## src/irq_map_cfg.svh

```systemverilog
/*
 Interrupt line numbers, widths and synchroniser depth for the interrupt source mapper.
 Assumes it is included by the package and the design modules by its bare name.
*/
`ifndef IRQ_MAP_CFG_SVH
`define IRQ_MAP_CFG_SVH

// -----------------------------------------------------------------------------
// Processor interrupt line numbers
// -----------------------------------------------------------------------------
`define IRQ_CORE_TIMER     16
`define IRQ_DMA_DONE0      17
`define IRQ_WATCHDOG       18
`define IRQ_DMA_DONE1      19
`define IRQ_DMA_DONE2      20
`define IRQ_DMA_DONE3      21
`define IRQ_HOST_COMM      22
`define IRQ_ITMR           28
`define IRQ_UTMR           29
`define IRQ_HOST_EVENT     30
`define IRQ_PAD_EVENT      31
`define IRQ_FLASH_PORT     33
`define IRQ_DMA_FAULT0     34
`define IRQ_HOST_READ      35
`define IRQ_HOST_WRITE     36

// -----------------------------------------------------------------------------
// Widths and field positions
// -----------------------------------------------------------------------------
`define IRQ_LINE_WIDTH     41
`define DMA_CHANNELS       4
`define SCRATCH_LINES      16
`define PAD_CHANNELS       12
`define OUT_CHANNELS       3
`define HOST_EVENT_BIT     0
`define SYNC_STAGES        3

`endif

```

## src/irq_map_pkg.sv

```systemverilog
/*
 Types shared by the interrupt source mapper.
 Assumes the configuration header sits on the include path.
*/
`include "irq_map_cfg.svh"

package irq_map_pkg;
   // Host transport selected for end-of-access detection.
   typedef enum logic {
      host_mode_i2c,
      host_mode_spi
   } host_mode_t;

   typedef logic [`IRQ_LINE_WIDTH-1:0] irq_vec_t;
endpackage

```

## src/irq_source_map.sv

```systemverilog
/*
 Interrupt source mapper: routes and merges peripheral interrupt sources onto
 numbered processor interrupt lines.
 Assumes all peripheral sources run on sys_clk except the host chip select
 pin, which is asynchronous and synchronised here.
*/
// Contract
// - The core timer zero trigger drives processor line 16.
// - The watchdog trigger drives processor line 18.
// - DMA channel done lines 0 to 3 drive processor lines 17, 19, 20 and 21.
// - DMA done lines and the channel zero fault go straight to the processor, not through the merge logic; faults 1 to 3 leave on dma_fault_extra_irq.
// - The DMA channel zero fault drives processor line 34.
// - Line 22 fires on host I2C stop in I2C mode or host chip select deassertion in SPI mode.
// - A host write of one to timestamp request bit zero raises event line 30.
// - Sixteen device-to-host scratch read requests merge onto line 35.
// - Sixteen host-to-device scratch write requests merge onto line 36.
// - Command channel overflow feeds the combined host buffer error output.
// - Any output channel underflow feeds the same host buffer error output.
// - Flash port data request and done merge onto line 33.
// - The interval timer limit drives line 28.
// - The universal timer limit, compare or capture drives line 29.
// - Twelve pad event channels merge onto event line 31.
`timescale 1ns/100ps
`include "irq_map_cfg.svh"

module irq_source_map
   import irq_map_pkg::*;
(
   input  wire logic                         sys_clk,
   input  wire logic                         rst_b,
   input  wire logic                         core_timer_zero,
   input  wire logic                         watchdog_trigger,
   input  wire logic [`DMA_CHANNELS-1:0]     dma_channel_done_irq,
   input  wire logic [`DMA_CHANNELS-1:0]     dma_channel_fault_irq,
   input  wire logic                         host_mode,
   input  wire logic                         host_i2c_stop,
   input  wire logic                         host_chip_select_b,
   input  wire logic                         timestamp_request_write,
   input  wire logic [7:0]                   timestamp_request_data,
   input  wire logic [`SCRATCH_LINES-1:0]    device_to_host_scratch,
   input  wire logic [`SCRATCH_LINES-1:0]    host_to_device_scratch,
   input  wire logic                         command_channel_overflow,
   input  wire logic [`OUT_CHANNELS-1:0]     output_channel_underflow,
   input  wire logic                         flash_data_request,
   input  wire logic                         flash_done,
   input  wire logic                         itmr_limit,
   input  wire logic                         utmr_limit,
   input  wire logic                         utmr_compare,
   input  wire logic                         utmr_capture,
   input  wire logic [`PAD_CHANNELS-1:0]     pad_event_channel_source,
   output irq_vec_t                          cpu_irq,
   output logic [`DMA_CHANNELS-1:1]          dma_fault_extra_irq,
   output logic                              host_buffer_error_irq,
   output logic                              host_timestamp_event_irq,
   output logic                              pad_event_irq
);
   logic     rst_meta_b;
   logic     rst_sync_b;
   logic     cs_level;
   logic     cs_level_d;
   irq_vec_t next_irq;

   // Returns true when any bit of a source group is pending.
   function automatic logic any_pending(input logic [31:0] group);
      any_pending = |group;
   endfunction

   // -----------------------------------------------------------------------------
   // Reset release
   // -----------------------------------------------------------------------------
   // Reset asserts at once but releases on the clock to avoid recovery hazards.
   always_ff @(posedge sys_clk or negedge rst_b) begin
      if (!rst_b) begin
         rst_meta_b <= 1'b0;
         rst_sync_b <= 1'b0;
      end else begin
         rst_meta_b <= 1'b1;
         rst_sync_b <= rst_meta_b;
      end
   end

   // -----------------------------------------------------------------------------
   // Host end-of-access detection
   // -----------------------------------------------------------------------------
   // The chip select pin comes from the host clock domain.
   pin_sync u_cs_sync (
      .sys_clk    (sys_clk),
      .rst_sync_b (rst_sync_b),
      .pin        (host_chip_select_b),
      .level      (cs_level)
   );

   // Delayed filtered level gives the rising edge, which is the deassertion.
   always_ff @(posedge sys_clk or negedge rst_sync_b) begin
      if (!rst_sync_b) begin
         cs_level_d <= 1'b1;
      end else begin
         cs_level_d <= cs_level;
      end
   end

   // -----------------------------------------------------------------------------
   // Line mapping
   // -----------------------------------------------------------------------------
   // Unlisted lines stay low; this block owns only the documented sources.
   always_comb begin
      next_irq = '0;
      next_irq[`IRQ_CORE_TIMER] = core_timer_zero;
      next_irq[`IRQ_WATCHDOG]   = watchdog_trigger;
      next_irq[`IRQ_DMA_DONE0]  = dma_channel_done_irq[0];
      next_irq[`IRQ_DMA_DONE1]  = dma_channel_done_irq[1];
      next_irq[`IRQ_DMA_DONE2]  = dma_channel_done_irq[2];
      next_irq[`IRQ_DMA_DONE3]  = dma_channel_done_irq[3];
      next_irq[`IRQ_DMA_FAULT0] = dma_channel_fault_irq[0];
      // A stop condition only counts in I2C mode, a select release only in SPI mode.
      if (host_mode_t'(host_mode) == host_mode_spi) begin
         next_irq[`IRQ_HOST_COMM] = cs_level & ~cs_level_d;
      end else begin
         next_irq[`IRQ_HOST_COMM] = host_i2c_stop;
      end
      next_irq[`IRQ_HOST_EVENT] = timestamp_request_write
                                  & timestamp_request_data[`HOST_EVENT_BIT];
      next_irq[`IRQ_HOST_READ]  =
         any_pending({16'h0000, device_to_host_scratch});
      next_irq[`IRQ_HOST_WRITE] =
         any_pending({16'h0000, host_to_device_scratch});
      next_irq[`IRQ_FLASH_PORT] = flash_data_request | flash_done;
      next_irq[`IRQ_ITMR]       = itmr_limit;
      next_irq[`IRQ_UTMR]       = utmr_limit | utmr_compare | utmr_capture;
      next_irq[`IRQ_PAD_EVENT]  =
         any_pending({20'h00000, pad_event_channel_source});
   end

   // -----------------------------------------------------------------------------
   // Output registers
   // -----------------------------------------------------------------------------
   // Every line is registered once so all outputs but the SPI select release on line 22 share one cycle of latency.
   always_ff @(posedge sys_clk or negedge rst_sync_b) begin
      if (!rst_sync_b) begin
         cpu_irq <= '0;
      end else begin
         cpu_irq <= next_irq;
      end
   end

   // Remaining DMA fault lines bypass merging and leave the block directly.
   always_ff @(posedge sys_clk or negedge rst_sync_b) begin
      if (!rst_sync_b) begin
         dma_fault_extra_irq <= 3'h0;
      end else begin
         dma_fault_extra_irq <= dma_channel_fault_irq[`DMA_CHANNELS-1:1];
      end
   end

   // Overflow and underflow share one error output; software reads sources to tell them apart.
   always_ff @(posedge sys_clk or negedge rst_sync_b) begin
      if (!rst_sync_b) begin
         host_buffer_error_irq <= 1'b0;
      end else begin
         host_buffer_error_irq <= command_channel_overflow
                                  | (|output_channel_underflow);
      end
   end

   // Event-class copies for the event framework.
   always_ff @(posedge sys_clk or negedge rst_sync_b) begin
      if (!rst_sync_b) begin
         host_timestamp_event_irq <= 1'b0;
         pad_event_irq            <= 1'b0;
      end else begin
         host_timestamp_event_irq <= next_irq[`IRQ_HOST_EVENT];
         pad_event_irq            <= next_irq[`IRQ_PAD_EVENT];
      end
   end
endmodule // irq_source_map

```

## src/pin_sync.sv

```systemverilog
/*
 Three-stage synchroniser for one pin input, with a change counted once the
 second and third stages agree.
 Assumes a single clock, the already released active-low reset and a pin that
 idles high, as an active-low select does.
*/
`timescale 1ns/100ps

module pin_sync (
   input  wire logic sys_clk,
   input  wire logic rst_sync_b,
   input  wire logic pin,
   output logic      level
);
   logic [2:0] stage;

   // -----------------------------------------------------------------------------
   // Capture chain
   // -----------------------------------------------------------------------------
   // The first stage feeds only the second, so metastability never reaches a gate.
   // The chain resets to the idle high level, so leaving reset shows no false edge.
   always_ff @(posedge sys_clk or negedge rst_sync_b) begin
      if (!rst_sync_b) begin
         stage <= 3'h7;
      end else begin
         stage <= {stage[1:0], pin};
      end
   end

   // Filtered level only moves when the two settled stages agree.
   always_ff @(posedge sys_clk or negedge rst_sync_b) begin
      if (!rst_sync_b) begin
         level <= 1'b1;
      end else if (stage[1] == stage[2]) begin
         level <= stage[2];
      end
   end
endmodule // pin_sync

```

## config.mk

```make
export PLATFORM = sky130hd
export DESIGN_NAME = irq_source_map
export DESIGN_NICKNAME = d
export VERILOG_FILES = /design/src/irq_map_pkg.sv /design/src/irq_source_map.sv /design/src/pin_sync.sv
export VERILOG_INCLUDE_DIRS = /design/src /design/src/src
export SDC_FILE = /design/constraint.sdc
export NUM_CORES = 1
export LEC_CHECK = 0
export BUFFER_PORTS_ARGS = -buffer_cell sky130_fd_sc_hd__buf_2
export CORE_AREA = 3 3 84 46
export CTS_CLUSTER_DIAMETER = 60
export DETAILED_ROUTE_END_ITERATION = 10
export DIE_AREA = 0 0 87 49
export GPL_TIMING_DRIVEN = 0
export PLACE_DENSITY = 0.9
export SYNTH_ARGS = -nofsm -noshare
export SYNTH_HDL_FRONTEND = slang
export SYNTH_SLANG_ARGS = --single-unit
```

## constraint.sdc

```tcl
create_clock -name sys_clk -period 1.2 [get_ports sys_clk]
set_clock_uncertainty 0.05 [all_clocks]
set_input_delay 0.24 -clock sys_clk [delete_from_list [all_inputs] [get_ports sys_clk]]
set_output_delay 0.24 -clock sys_clk [all_outputs]
set_load 0.02 [all_outputs]
```

==> summary by stage <==
Outcome
The flow ran to the end, and the final reports show no timing, DRC or antenna violations.

Synthesis
During synthesis, Yosys emitted a total of 0 warnings. The unique cell type count in the Yosys netlist is 15. For this run, the register share of the synthesized area comes to 0.648.

The cell count after synthesis is between 70 and 80. sky130_fd_sc_hd__dfrtp_1 takes more of the synthesized area than any other cell. The register bit total from synthesis is 26.

The mapped cell area is between 0.001 and 0.0015 mm². The average cell area after synthesis is 13.0 µm². The area fraction of the dominant cell type after synthesis is 0.519. In the post-synthesis netlist, the biggest area contributors are sky130_fd_sc_hd__dfrtp_1 (52%), sky130_fd_sc_hd__buf_4 (21%), sky130_fd_sc_hd__dfstp_2 (13%), sky130_fd_sc_hd__nor4_1 (6.8%), sky130_fd_sc_hd__nand4_1 (1.2%).

Global routing
The number of antenna violations at the first check in global routing is 0. The final global-route overflow total is 0. The wire length of the first global-routing pass is roughly 3700 µm. The largest net degree at the start of global routing is 25. The via count of the first global-routing pass came to roughly 880.

In the global route stage, overall resource usage came out at 0.108.

Die
The core region is roughly 0.0031 mm². The number of rows created at floorplan is 14. The die area is approximately 0.0043 mm². The count of pins on the block boundary is between 100 and 150. The height of the chip is around 49 µm. The floorplan step set the die width to around 87 µm. The starting density of the core is 0.331.

Worst hold path
The class of the worst hold path is in -> reg. The startpoint identified for the worst hold timing path is host_chip_select_b.

STA
The number of failing hold endpoints at the final stage is 0. The count of final max-slew check failures is 0. Hold is met by 0.0223 ns. Setup violations remaining at the end of the flow were counted as 0.

The relative slew slack is 0.400. After routing, the total negative slack on setup checks comes to 0 ns. The slew at the pin with the worst max-slew slack is 0.899 ns. The time the worst path needs with I/O delays and setup is 1.11 ns. The maximum achievable frequency is between 900 and 1000 MHz. Of the available clock period, the critical path in the final layout requires 0.923.

Setup repair after global routing left no endpoint under its margin.

CTS
The clock tree from TritonCTS is done. Counting along the longest clock path gives a buffer depth of 2. TritonCTS created 3 clock buffers. The worst-skew pair later-pin latency is approximately 0.26 ns. After clock tree synthesis, the clock-pin slew on the worst setup and hold paths is ~0.080 ns. The total clock sinks is 26. CTS built an H-tree with a depth of 1. The number of setup buffers added after CTS is 0. The cell sitting at the root of the clock tree is a sky130_fd_sc_hd__clkbuf_8.

Job
Across the run, the number of max-cap violations was 0.

Setup path
The worst setup path is launched from a flip-flop. The arrival time of the worst setup path is between 0.8 and 0.9 ns. The most critical setup path has its startpoint at cpu_irq[30]. Traced cell by cell, the critical path runs through buf_2. The worst setup path is of the reg -> out kind. In this design, the stage delay of the slowest critical-path cell is approximately 0.39 ns. In this run the worst path has a maximum fanout of 2. Counting both buffers and inverters, the worst setup path holds a total of 1. The required time of the critical path is slightly above 0.9 ns. On the critical path the largest part of the delay comes from flip-flops. The largest individual stage delay along the critical path comes from the cell sky130_fd_sc_hd__dfrtp_1. The worst setup path is captured at an output pin.

The origin of the critical flop-to-flop path is rst_sync_b.

Route
Across all layers, the routed design uses 903 vias. The violation count after the first detailed-route iteration is 18. The routed length per placed instance is around 10 µm. The overall routed net length is 2470 µm. The remaining number of nets flagged by the antenna check after routing is 0.

In the routed layout, each cell is associated on average with a via count of approximately 3.8. For this run, design rule violations remaining after detail routing come to 0. The first detailed-routing pass ran for 4 iterations.

Power and ir drop
The cell leakage power is 0.000932 µW. The total power consumption of the routed design is just under 2000 µW. The power per cell area is 1170 mW/mm².

The worst-case IR drop observed on VDD is between 0.8 and 0.9 mV.

Placement
The number of I/O port buffers is 91. The congestion estimate from routability-driven global placement came to ~0.7. The cell area reported after detailed placement is 0.00161 mm².

Final layout
The end-of-flow core utilization is 0.552. The fraction of layout instances using a drive strength above 1 is 0.645. Summing all multi-input logic gate instances after layout gives 236 µm².

For this run, the post-layout net count is ~280. Summing all flip-flop and latch instances after layout gives ~660 µm². The post-layout instance area is roughly 0.0017 mm².

The number of antenna diodes in the final layout is 0. The signed area change from the synthesized netlist to the final layout is 66.9%. Leaving out fill and tap cells, the most frequent cells in the layout are sky130_fd_sc_hd__buf_2 (89), sky130_fd_sc_hd__conb_1 (27), sky130_fd_sc_hd__buf_4 (26). Leaving out fill and tap cells, the most frequent cell in the layout is sky130_fd_sc_hd__buf_2. After filler insertion, the fill cell instance count of the layout stands at between 200 and 300.
==> layout make-up <==
cell class | instances | share of cell area
Inverter | 1 | 0.00222
Tap cell | 40 | 0.0296
Timing Repair Buffer | 92 | 0.283
Sequential cell | 26 | 0.388
Buffer | 26 | 0.115
Clock buffer | 3 | 0.0244
Clock inverter | 1 | 0.0178
Multi-Input combinational cell | 48 | 0.140
==> report_power, final <==
part	leakage [µW]	internal [µW]	total [µW]	switching [µW]
Clock	0.0000357	445	689	244
Combinational	0.000612	171	342	171
Sequential	0.000285	926	953	26.8
Total	0.000932	1540	1980	442
==> timing repair <==
item / CTS / global route
resized for setup: 5 / 0
hold endpoints to repair: 2 / 0
setup endpoints to repair: 2 / 2
hold buffers: 1 / 0
==> Yosys cell counts, drive strengths merged <==
library cell	instances
inv	1
conb	2
o21ai	1
maj3	1
nand4	2
or4	1
nand3	1
nand3b	1
dfstp	5
buf	28
or3	1
or2	1
dfrtp	21
and2	1
nor4	11
==> logic make-up after synthesis <==
group	share of synthesized area
adder cells (fa/ha/maj)	0.00988
AND/OR/NAND/NOR	0.119
other	0.00741
AO/OA/AOI/OAI	0.00493
flip-flops	0.648
buffers and inverters	0.211
==> state kept, by name, indices dropped and copies added (netlist names) <==
register               flops
cs_level_d                 1
u_cs_sync.level            1
u_cs_sync.stage            3
host_buffer_error_irq      1
dma_fault_extra_irq        3
rst_meta_b                 1
cpu_irq                   15
rst_sync_b                 1
==> path summary, 6_finish.rpt <==
path,endpoint,slack [ns],depth (start not counted)
setup reg to reg,cpu_irq[31],0.22,0
max in group asynchronous,cpu_irq[31],0.22,0
setup / recovery,host_timestamp_event_irq,0.09,1
hold reg to reg,rst_sync_b,0.30,0
hold / removal,u_cs_sync.stage[0],0.02,1
min in group asynchronous,rst_sync_b,0.23,2
==> per-stage QoR <==
stage / instances / setup slack, ns
after floorplan: 103 / 0.277
after global placement: 234 / 0.153
after detailed placement: 234 / 0.144
after CTS: 239 / 0.00266
after global routing: 237 / 0.000759
final: 237 / 0.0928
==> layer usage <==
layer  part of all wire  wire length (µm)  vias up  track usage
li1                   -                 -      446            -
met1               0.32               787      403       0.0955
met2               0.56              1380       52        0.228
met3               0.12               290        2       0.0320
met4             0.0081                20        0       0.0311
met5                  0                 0        -            0
Power figures use the tool's default switching activity.
